`src/kds_scanner_regs.vh`:
```
// Register map, field positions and timing constants of the key/display scanner
`ifndef KDS_SCANNER_REGS_VH
`define KDS_SCANNER_REGS_VH

// ----------------------------------------------------------------
// Register byte offsets
// ----------------------------------------------------------------
`define KDS_ADDR_W 8
`define KDS_OFF_CTRL 8'h00
`define KDS_OFF_KEY 8'h04
`define KDS_OFF_STAT 8'h08
`define KDS_SEG_BASE_BIT 7

// ----------------------------------------------------------------
// Field positions
// ----------------------------------------------------------------
`define KDS_CTRL_EN 0
`define KDS_CTRL_RST 1'b1
`define KDS_KEY_CODE_HI 5
`define KDS_KEY_SHIFT 8
`define KDS_KEY_CTRL 9
`define KDS_KEY_VALID 31
`define KDS_STAT_COL_HI 4
`define KDS_STAT_RUN 8
`define KDS_STAT_PRESS 9

// ----------------------------------------------------------------
// Matrix and display geometry
// ----------------------------------------------------------------
`define KDS_DIGITS 20
`define KDS_ROWS 3
`define KDS_SEGS 15
`define KDS_SEG_DECIMAL_POINT 14
`define KDS_COL_W 5
`define KDS_CODE_W 6
`define KDS_LAST_COL 5'h13

// ----------------------------------------------------------------
// Timing
// ----------------------------------------------------------------
`define KDS_CLK_MHZ 100
`define KDS_US_PER_MS 1000
`define KDS_FIRST_DWELL_MS 10
`define KDS_DWELL_US 1000
`define KDS_CNT_W 20

// ----------------------------------------------------------------
// Bus answers
// ----------------------------------------------------------------
`define KDS_RESP_OKAY 2'h0
`define KDS_RESP_SLVERR 2'h2

`endif

```
`src/kds_sync.v`:
```
// Three-stage input synchroniser that accepts a change once stages agree
`timescale 1ns/1ns
module kds_sync #(
	parameter WIDTH = 5,
	parameter [WIDTH-1:0] RESET_VAL = {WIDTH{1'b1}}
) (
	input wire aclk,
	input wire aresetn,
	input wire [WIDTH-1:0] async_in,
	output reg [WIDTH-1:0] sync_out
);

reg [WIDTH-1:0] stage1;
reg [WIDTH-1:0] stage2;
reg [WIDTH-1:0] stage3;
integer i;

always @(posedge aclk) begin
	if (!aresetn) begin
		stage1 <= RESET_VAL;
		stage2 <= RESET_VAL;
		stage3 <= RESET_VAL;
		sync_out <= RESET_VAL;
	end else begin
		stage1 <= async_in;
		stage2 <= stage1;
		stage3 <= stage2;
		for (i = 0; i < WIDTH; i = i + 1) begin
			if (stage2[i] == stage3[i]) begin
				sync_out[i] <= stage3[i];
			end
		end
	end
end

endmodule // kds_sync

```
`src/kds_scanner.v`:
```
// Multiplexed display driver and key matrix scanner with AXI4-Lite registers
//
// Summary of operation
// - Digit selects 1-8, 9-16, 17-20 map to select bits 0-7, 8-15, 16-19.
// - Segments a-h on segment bits 0-7, the rest to point on bits 8-14.
// - Segment lines are active low: zero lights, one extinguishes.
// - Digit lines are active low: zero selects, one deselects.
// - Matrix is 20 columns by 3 rows, each node has its own code.
// - Three pulled-up row inputs are sensed; idle reads as one.
// - Position counter clears at scan start, counts released nodes.
// - Scan starts with first digit low for 10 ms, checking first column.
// - No key found: move to next digit leftward, rows top to bottom.
// - A zero row while a column is low identifies the pressed key.
// - Shift and control inputs are sampled and reported with each key.
// - Every digit refreshes at least 20 times per second, not too fast.
// - A key is re-examined after more than 10 ms, less than 50 ms.
// - A key still held from the last scan is not reported again.
// - Segment pattern changes together with its digit select; a segment write to the selected digit changes the pattern alone.
`timescale 1ns/1ns
`include "kds_scanner_regs.vh"
module kds_scanner #(
	parameter FIRST_DWELL_CYC =
		`KDS_FIRST_DWELL_MS * `KDS_US_PER_MS * `KDS_CLK_MHZ,
	parameter DWELL_CYC = `KDS_DWELL_US * `KDS_CLK_MHZ
) (
	input wire aclk,
	input wire aresetn,
	input wire [`KDS_ADDR_W-1:0] s_axi_awaddr,
	input wire s_axi_awvalid,
	output reg s_axi_awready,
	input wire [31:0] s_axi_wdata,
	input wire [3:0] s_axi_wstrb,
	input wire s_axi_wvalid,
	output reg s_axi_wready,
	output reg [1:0] s_axi_bresp,
	output reg s_axi_bvalid,
	input wire s_axi_bready,
	input wire [`KDS_ADDR_W-1:0] s_axi_araddr,
	input wire s_axi_arvalid,
	output reg s_axi_arready,
	output reg [31:0] s_axi_rdata,
	output reg [1:0] s_axi_rresp,
	output reg s_axi_rvalid,
	input wire s_axi_rready,
	output reg [`KDS_DIGITS-1:0] digit_select_n,
	output reg [`KDS_SEGS-1:0] segment_n,
	input wire [`KDS_ROWS-1:0] key_row_n,
	input wire shift_key_input_n,
	input wire control_key_input_n
);

localparam [`KDS_CNT_W-1:0] FIRST_END = FIRST_DWELL_CYC - 1;
localparam [`KDS_CNT_W-1:0] DWELL_END = DWELL_CYC - 1;
localparam ST_OFF = 1'b0;
localparam ST_RUN = 1'b1;
localparam [`KDS_COL_W-1:0] COL_ZERO = 5'h00;
localparam [`KDS_CODE_W-1:0] CODE_STEP = 6'h03;

// ----------------------------------------------------------------
// Input synchronisers
// ----------------------------------------------------------------
wire [`KDS_ROWS+1:0] pins_sync;
wire [`KDS_ROWS-1:0] row_n;
wire shift_n;
wire ctrl_n;

kds_sync #(
	.WIDTH(`KDS_ROWS + 2),
	.RESET_VAL({(`KDS_ROWS + 2){1'b1}})
) u_sync (
	.aclk(aclk),
	.aresetn(aresetn),
	.async_in({control_key_input_n, shift_key_input_n, key_row_n}),
	.sync_out(pins_sync)
);

assign row_n = pins_sync[`KDS_ROWS-1:0];
assign shift_n = pins_sync[`KDS_ROWS];
assign ctrl_n = pins_sync[`KDS_ROWS+1];

// ----------------------------------------------------------------
// Registers and segment memory
// ----------------------------------------------------------------
reg scan_en;
reg [`KDS_SEGS-1:0] seg_mem [0:`KDS_DIGITS-1];
reg key_valid;
reg [`KDS_CODE_W-1:0] key_code;
reg key_shift;
reg key_ctrl;

// ----------------------------------------------------------------
// Scan state
// ----------------------------------------------------------------
reg state;
reg [`KDS_COL_W-1:0] col;
reg [`KDS_CNT_W-1:0] dwell_cnt;
reg [`KDS_CODE_W-1:0] pos_cnt;
reg found;
reg [`KDS_CODE_W-1:0] found_code;
reg prev_found;
reg [`KDS_CODE_W-1:0] prev_code;

wire dwell_done;
wire last_col;
wire [`KDS_CNT_W-1:0] dwell_end;
reg hit;
reg [`KDS_CODE_W-1:0] hit_code;
wire frame_found;
wire [`KDS_CODE_W-1:0] frame_code;
wire new_press;

// First column holds for the long dwell, the others for the short one
assign dwell_end = (col == COL_ZERO) ? FIRST_END : DWELL_END;
assign dwell_done = (state == ST_RUN) && (dwell_cnt == dwell_end);
assign last_col = (col == `KDS_LAST_COL);

// Rows examined top to bottom; a zero marks a closed contact
always @* begin
	hit = 1'b0;
	hit_code = pos_cnt;
	if (!row_n[0]) begin
		hit = 1'b1;
		hit_code = pos_cnt;
	end else if (!row_n[1]) begin
		hit = 1'b1;
		hit_code = pos_cnt + 6'h01;
	end else if (!row_n[2]) begin
		hit = 1'b1;
		hit_code = pos_cnt + 6'h02;
	end
end

assign frame_found = found | hit;
assign frame_code = found ? found_code : hit_code;
// Report only if the key was not already held during the previous frame
assign new_press = dwell_done && last_col && frame_found &&
	!(prev_found && (prev_code == frame_code));

always @(posedge aclk) begin
	if (!aresetn) begin
		state <= ST_OFF;
		col <= COL_ZERO;
		dwell_cnt <= {`KDS_CNT_W{1'b0}};
		pos_cnt <= {`KDS_CODE_W{1'b0}};
		found <= 1'b0;
		found_code <= {`KDS_CODE_W{1'b0}};
		prev_found <= 1'b0;
		prev_code <= {`KDS_CODE_W{1'b0}};
	end else begin
		case (state)
		ST_OFF: begin
			col <= COL_ZERO;
			dwell_cnt <= {`KDS_CNT_W{1'b0}};
			pos_cnt <= {`KDS_CODE_W{1'b0}};
			found <= 1'b0;
			prev_found <= 1'b0;
			if (scan_en) begin
				state <= ST_RUN;
			end
		end
		ST_RUN: begin
			if (!scan_en) begin
				state <= ST_OFF;
			end else if (dwell_done) begin
				dwell_cnt <= {`KDS_CNT_W{1'b0}};
				if (last_col) begin
					// Frame end: one examination per key every frame
					col <= COL_ZERO;
					pos_cnt <= {`KDS_CODE_W{1'b0}};
					found <= 1'b0;
					prev_found <= frame_found;
					prev_code <= frame_code;
				end else begin
					col <= col + 5'h01;
					if (!found) begin
						if (hit) begin
							found <= 1'b1;
							found_code <= hit_code;
						end else begin
							pos_cnt <= pos_cnt + CODE_STEP;
						end
					end
				end
			end else begin
				dwell_cnt <= dwell_cnt + 20'h00001;
			end
		end
		default: begin
			state <= ST_OFF;
		end
		endcase
	end
end

// ----------------------------------------------------------------
// Display outputs
// ----------------------------------------------------------------
reg [`KDS_DIGITS-1:0] next_digit_select_n;
reg [`KDS_SEGS-1:0] next_segment_n;
reg [`KDS_COL_W-1:0] next_col;

// Pattern and select are both derived from the column of the next cycle
always @* begin
	next_col = col;
	if (dwell_done) begin
		next_col = last_col ? COL_ZERO : col + 5'h01;
	end
	next_digit_select_n = {`KDS_DIGITS{1'b1}};
	next_segment_n = {`KDS_SEGS{1'b1}};
	if (state == ST_RUN && scan_en) begin
		next_digit_select_n[next_col] = 1'b0;
		next_segment_n = ~seg_mem[next_col];
	end
end

always @(posedge aclk) begin
	if (!aresetn) begin
		digit_select_n <= {`KDS_DIGITS{1'b1}};
		segment_n <= {`KDS_SEGS{1'b1}};
	end else begin
		digit_select_n <= next_digit_select_n;
		segment_n <= next_segment_n;
	end
end

// ----------------------------------------------------------------
// AXI4-Lite write channel
// ----------------------------------------------------------------
reg aw_held;
reg w_held;
reg [`KDS_ADDR_W-1:0] aw_addr;
reg [31:0] w_data;
reg [3:0] w_strb;
wire do_write;
wire [`KDS_COL_W-1:0] w_idx;
wire w_seg;
wire [31:0] w_mask;
wire [31:0] w_merge;

assign do_write = aw_held && w_held && !s_axi_bvalid;
assign w_idx = aw_addr[`KDS_SEG_BASE_BIT-1:2];
assign w_seg = aw_addr[`KDS_SEG_BASE_BIT] && (w_idx <= `KDS_LAST_COL);
assign w_mask = {{8{w_strb[3]}}, {8{w_strb[2]}},
	{8{w_strb[1]}}, {8{w_strb[0]}}};
assign w_merge = (w_data & w_mask) |
	({17'h00000, seg_mem[w_idx]} & ~w_mask);

always @(posedge aclk) begin
	if (!aresetn) begin
		s_axi_awready <= 1'b1;
		s_axi_wready <= 1'b1;
		s_axi_bvalid <= 1'b0;
		s_axi_bresp <= `KDS_RESP_OKAY;
		aw_held <= 1'b0;
		w_held <= 1'b0;
		aw_addr <= {`KDS_ADDR_W{1'b0}};
		w_data <= 32'h00000000;
		w_strb <= 4'h0;
		scan_en <= `KDS_CTRL_RST;
	end else begin
		if (s_axi_awvalid && s_axi_awready) begin
			aw_held <= 1'b1;
			aw_addr <= s_axi_awaddr;
			s_axi_awready <= 1'b0;
		end
		if (s_axi_wvalid && s_axi_wready) begin
			w_held <= 1'b1;
			w_data <= s_axi_wdata;
			w_strb <= s_axi_wstrb;
			s_axi_wready <= 1'b0;
		end
		if (do_write) begin
			aw_held <= 1'b0;
			w_held <= 1'b0;
			s_axi_bvalid <= 1'b1;
			s_axi_bresp <= `KDS_RESP_OKAY;
			if (w_seg) begin
				seg_mem[w_idx] <= w_merge[`KDS_SEGS-1:0];
			end else if (aw_addr == `KDS_OFF_CTRL) begin
				if (w_strb[0]) begin
					scan_en <= w_data[`KDS_CTRL_EN];
				end
			end else if (aw_addr != `KDS_OFF_KEY &&
				aw_addr != `KDS_OFF_STAT) begin
				s_axi_bresp <= `KDS_RESP_SLVERR;
			end
		end
		if (s_axi_bvalid && s_axi_bready) begin
			s_axi_bvalid <= 1'b0;
			s_axi_awready <= 1'b1;
			s_axi_wready <= 1'b1;
		end
	end
end

// ----------------------------------------------------------------
// AXI4-Lite read channel
// ----------------------------------------------------------------
wire rd_take;
wire [`KDS_COL_W-1:0] r_idx;
wire r_seg;
reg [31:0] next_rdata;
reg [1:0] next_rresp;

assign rd_take = s_axi_arvalid && s_axi_arready;
assign r_idx = s_axi_araddr[`KDS_SEG_BASE_BIT-1:2];
assign r_seg = s_axi_araddr[`KDS_SEG_BASE_BIT] &&
	(r_idx <= `KDS_LAST_COL);

always @* begin
	next_rdata = 32'h00000000;
	next_rresp = `KDS_RESP_OKAY;
	if (r_seg) begin
		next_rdata[`KDS_SEGS-1:0] = seg_mem[r_idx];
	end else if (s_axi_araddr == `KDS_OFF_CTRL) begin
		next_rdata[`KDS_CTRL_EN] = scan_en;
	end else if (s_axi_araddr == `KDS_OFF_KEY) begin
		next_rdata[`KDS_KEY_CODE_HI:0] = key_code;
		next_rdata[`KDS_KEY_SHIFT] = key_shift;
		next_rdata[`KDS_KEY_CTRL] = key_ctrl;
		next_rdata[`KDS_KEY_VALID] = key_valid;
	end else if (s_axi_araddr == `KDS_OFF_STAT) begin
		next_rdata[`KDS_STAT_COL_HI:0] = col;
		next_rdata[`KDS_STAT_RUN] = state;
		next_rdata[`KDS_STAT_PRESS] = prev_found;
	end else begin
		next_rresp = `KDS_RESP_SLVERR;
	end
end

always @(posedge aclk) begin
	if (!aresetn) begin
		s_axi_arready <= 1'b1;
		s_axi_rvalid <= 1'b0;
		s_axi_rdata <= 32'h00000000;
		s_axi_rresp <= `KDS_RESP_OKAY;
	end else begin
		if (rd_take) begin
			s_axi_arready <= 1'b0;
			s_axi_rvalid <= 1'b1;
			s_axi_rdata <= next_rdata;
			s_axi_rresp <= next_rresp;
		end else if (s_axi_rvalid && s_axi_rready) begin
			s_axi_rvalid <= 1'b0;
			s_axi_arready <= 1'b1;
		end
	end
end

// ----------------------------------------------------------------
// Key report
// ----------------------------------------------------------------
wire key_read;

assign key_read = rd_take && (s_axi_araddr == `KDS_OFF_KEY);

// A new press in the reading cycle wins over the clear
always @(posedge aclk) begin
	if (!aresetn) begin
		key_valid <= 1'b0;
		key_code <= {`KDS_CODE_W{1'b0}};
		key_shift <= 1'b0;
		key_ctrl <= 1'b0;
	end else if (new_press) begin
		key_valid <= 1'b1;
		key_code <= frame_code;
		key_shift <= ~shift_n;
		key_ctrl <= ~ctrl_n;
	end else if (key_read) begin
		key_valid <= 1'b0;
	end
end

// Frame of 10 ms + 19 x 1 ms = 29 ms: 34 Hz refresh and key interval

endmodule // kds_scanner

```
`config.mk`:
```
export PLATFORM = sky130hd
export DESIGN_NAME = kds_scanner
export DESIGN_NICKNAME = d
export VERILOG_FILES = /design/src/kds_sync.v /design/src/kds_scanner.v
export VERILOG_INCLUDE_DIRS = /design/src
export SDC_FILE = /design/constraint.sdc
export NUM_CORES = 1
export LEC_CHECK = 0
export BUFFER_PORTS_ARGS = -buffer_cell sky130_fd_sc_hd__buf_2
export CORE_ASPECT_RATIO = 1.5
export CORE_MARGIN = 8
export CORE_UTILIZATION = 50
export CTS_CLUSTER_DIAMETER = 60
export DETAILED_ROUTE_END_ITERATION = 7
export PLACE_DENSITY = 0.79
export SLEW_MARGIN = 20
export SYNTH_ARGS = -nofsm -noshare
export SYNTH_HDL_FRONTEND = slang
export SYNTH_HIERARCHICAL = 1
export SYNTH_SLANG_ARGS = --single-unit
export TNS_END_PERCENT = 100
```
`constraint.sdc`:
```
create_clock -name aclk -period 3.4 [get_ports aclk]
set_clock_uncertainty 0.2 [all_clocks]
set_input_delay 0.34 -clock aclk [delete_from_list [all_inputs] [get_ports aclk]]
set_output_delay 0.34 -clock aclk [all_outputs]
set_load 0.02 [all_outputs]
```
==> results.sh <==
export IMPL_outcome="complete, no violations"
export IMPL_synth_top_area_share_pct=38.0
export IMPL_critPathTopFamily="simple AND/OR/NAND/NOR gates"
export IMPL_dp_cells=2501
export IMPL_io_pin_count=140
export IMPL_timing_max_cap_violations=0
export IMPL_root_buffer="clkbuf_16"
export IMPL_fill_cells=3577
export IMPL_instances_no_fill=2623
export IMPL_initial_core_util_pct=50.1
export IMPL_synth_top_family_by_area="multiplexers"
export IMPL_cts_tree="yes"
export IMPL_viasPerCell=6.60
export IMPL_yosys_mux_area_fraction_pct=24.9
export IMPL_reg2reg_to="segment_n[9]"
export IMPL_async_flop_share_pct=0
export IMPL_clk_pin_slew_ns=0.06
export IMPL_grt_pass1_vias=17600
export IMPL_h_tree_depth=2
export IMPL_period_share_pct=97.2
export IMPL_wl_met2_mm=36.3
export IMPL_p_leak_nw=9.51
export IMPL_power_w=0.0122
export IMPL_routabilityCongestion=0.896
export IMPL_synth_seq_cells=466
export IMPL_fin_crit_ns=3.30
export IMPL_syn_area_sq_um=23700
export IMPL_clk_latency_ns=0.57
export IMPL_cp_data_arrival_time_ns=3.51
export IMPL_synth_warning_count=6
export IMPL_clk_path_buf_depth=3
export IMPL_ys_seq_area_share_pct=52.0
export IMPL_yosys_area_top_type="edfxtp_1"
export IMPL_whs_path_depth=3
export IMPL_hold_viol=0
export IMPL_drive_gt1_share_pct=25.2
export IMPL_r2r_start="col[0]"
export IMPL_tightest_slew_ns=0.918
export IMPL_maxUsedRoutingLayer="met5"
export IMPL_crit_top_cell="buf_12"
export IMPL_cp_max_fo=18
export IMPL_yosys_area_share_simple_pct=11.6
export IMPL_cts_sinks=466
export IMPL_grt_ovfl_total=0
export IMPL_seq_area_sq_um=12300
export IMPL_postSynthAreaPerCell_sq_um=12.9
export IMPL_coreArea_sq_um=47300
export IMPL_ant_nets=0
export IMPL_core_rowCount=98
export IMPL_cp_cell_sequence="inv_1 -> ha_1 -> or4b_4 -> nor4_4 -> o211ai_4 -> buf_4 -> a21boi_4 -> buf_12 -> buf_12 -> mux2_2 -> a21oi_1 -> nand4_1"
export IMPL_synthDistinctLibCells=76
export IMPL_track_usage_pct=25.9
export IMPL_r2r_slack_ns=0.1
export IMPL_setup_viol=0
export IMPL_end_kind="flop"
export IMPL_wl_per_cell_um=27.5
export IMPL_numCtsBuffers=43
export IMPL_grt_max_degree=63
export IMPL_synth_flop_cell="edfxtp_1"
export IMPL_wl_met3_mm=7.33
export IMPL_critical_path_class="flop to flop"
export IMPL_fin_tns_setup_ns=0
export IMPL_multiInputGateArea_sq_um=10800
export IMPL_totalWireLength_mm=72.2
export IMPL_powerDensity_nw_per_um2=446
export IMPL_synth_enable_flop_cells=300
export IMPL_grt_pass1_wl_mm=108
export IMPL_synth_cells=1832
export IMPL_dr_pass1_iters=5
export IMPL_hpwl_mm=45.3
export IMPL_antenna_found_initial=2
export IMPL_start_kind="flop"
export IMPL_vias=17300
export IMPL_max_freq_mhz=303
export IMPL_grt_setup_unrepaired="yes"
export IMPL_synthXorXnorAreaFrac_pct=0.960
export IMPL_drc=0
export IMPL_r2r_cells=12
export IMPL_die_h_um=283
export IMPL_slowest_delay_ns=0.48
export IMPL_synthAdderAreaFrac_pct=0.369
export IMPL_area_growth_pct=15.4
export IMPL_drtIter0Drc=2055
export IMPL_cp_slowest_cell="or4b_4"
export IMPL_vdd_ir_drop_max_mv=0.372
export IMPL_layout_nets=2058
export IMPL_worstPathRequired_ns=3.60
export IMPL_m1WireLength_mm=23.0
export IMPL_synth_compound_area_share_pct=7.01
export IMPL_hp_class="primary input to flop"
export IMPL_dieArea_sq_um=54800
export IMPL_port_buffers=102
export IMPL_die_w_um=194
export IMPL_slew_viol_final=0
export IMPL_hold_start="aresetn"
export IMPL_relSlewSlack_pct=38.7
export IMPL_min_to="scan_en"
export IMPL_synth_area_leaders="edfxtp_1 38%, mux4_2 17%, dfxtp_1 14%, mux2i_1 6.9%, nand2_1 3.9%"
export IMPL_path_buf_inv=4
==> cell families after synthesis <==
family,after synthesis
and+or+nand+nor,565
DFF,466
muxes,363
AOI/OAI and AO/OA,245
buffers and inverters,159
xor gates and xnor gates,26
adders and majority gates,7
other,1
==> routing by layer <==
| metal | up-vias | track usage (%) |
|---|---|---|
| met5 | - | 0 |
| met1 | 8581 | 27.5 |
| met3 | 303 | 5.78 |
| li1 | 7266 | - |
| met4 | 2 | 18.6 |
| met2 | 1158 | 45.3 |
==> cells in the mapped netlist (11+ instances only) <==
cell / instances
clkbuf_1: 77
nand2_1: 248
mux2_2: 19
mux2i_1: 163
a21oi_1: 35
buf_1: 18
and2_1: 19
mux4_2: 180
o21ai_0: 83
nor2b_1: 20
xor2_1: 15
edfxtp_1: 300
buf_2: 19
and3_1: 63
xnor2_1: 11
nand4_1: 20
o22a_1: 15
nand3_1: 32
a21boi_0: 40
nor3_1: 14
buf_4: 25
nand2b_1: 25
inv_1: 15
nor2_1: 82
dfxtp_1: 166
==> what timing repair did <==
action,in CTS,in global routing
setup endpoints to repair,2,17
hold endpoints to repair,41,0
setup buffers,0,2
hold buffers,39,0
pin swaps,1,2
gates resized for setup,0,10
==> worst max-delay path by stage <==
stage                      start       endpoint  slack (ns)  cells after the start
floorplan                   flop  seg_mem[0][0]       0.006                      6
global placement          col[0]  segment_n[14]        0.04                      9
detailed placement  dwell_cnt[0]  segment_n[14]        0.03                      8
CTS                 dwell_cnt[0]   segment_n[9]      0.0008                     12
global route              col[0]   segment_n[9]      -0.008                     12
finish                    col[0]   segment_n[9]         0.1                     12
==> where the power goes <==
part | internal [W] | leakage (nW) | switching (W)
logic | 0.000430 | 4.73 | 0.000611
clock network | 0.00278 | 0.712 | 0.00214
registers | 0.00619 | 4.06 | 0.0000597
==> flip-flops by register name (all words and copies together), names as in the netlist, 2 cells and up, named ones only <==
| signal | cells |
|---|---|
| col | 5 |
| prev_code | 6 |
| segment_n | 15 |
| dwell_cnt | 20 |
| u_sync/sync_out | 5 |
| s_axi_rdata | 16 |
| u_sync/stage1 | 5 |
| u_sync/stage3 | 5 |
| w_data | 15 |
| aw_addr | 8 |
| found_code | 6 |
| key_code | 6 |
| digit_select_n | 20 |
| seg_mem | 300 |
| w_strb | 2 |
| pos_cnt | 6 |
| u_sync/stage2 | 5 |
==> worst register-to-register path, cell delays in order, from the launching register on <==
cell	delay, ns
dfxtp_1	0.31
inv_1	0.07
ha_1	0.14
or4b_4	0.48
nor4_4	0.35
o211ai_4	0.13
buf_4	0.21
a21boi_4	0.24
buf_12	0.20
buf_12	0.17
mux2_2	0.36
a21oi_1	0.14
nand4_1	0.15
==> cell type report <==
class	count	share of cell area (%)
well taps	600	2.74
repair buffers	237	7.31
multi-input cells	1224	39.4
flip-flops and latches	466	45.1
diodes	1	0.00914
inverters	15	0.206
clock inverters	10	0.361
clock buffers	70	4.87
==> per-stage QoR <==
| step | area [sq um] | setup WS, ns | hold WS (ns) | util (%) |
|---|---|---|---|---|
| floorplan | 23800 | 0.00629 | 0.186 | - |
| global placement | 25500 | 0.0384 | 0.198 | 53.8 |
| detailed placement | 25500 | 0.0299 | 0.199 | 53.8 |
| CTS | 27300 | 0.000805 | 0.104 | 57.7 |
| global route | 27400 | -0.00795 | 0.138 | 57.8 |
| finish | 27400 | 0.0955 | 0.120 | 57.8 |
==> placed cells by master (no fill, tap or decap), types with 34 or more instances in the layout <==
cell type      Yosys  layout
clkbuf_16          0      45
edfxtp_1         300     300
dlygate4sd3_1      0      39
buf_4             25      68
nor2_1            82      81
nand2_1          248     248
a21oi_1           35      34
o21ai_0           83      66
buf_2             19     100
mux4_2           180     180
a21boi_0          40      40
mux2i_1          163     162
and3_1            63      63
dfxtp_1          166     164
Note: power is estimated with default switching activity, not from simulation.
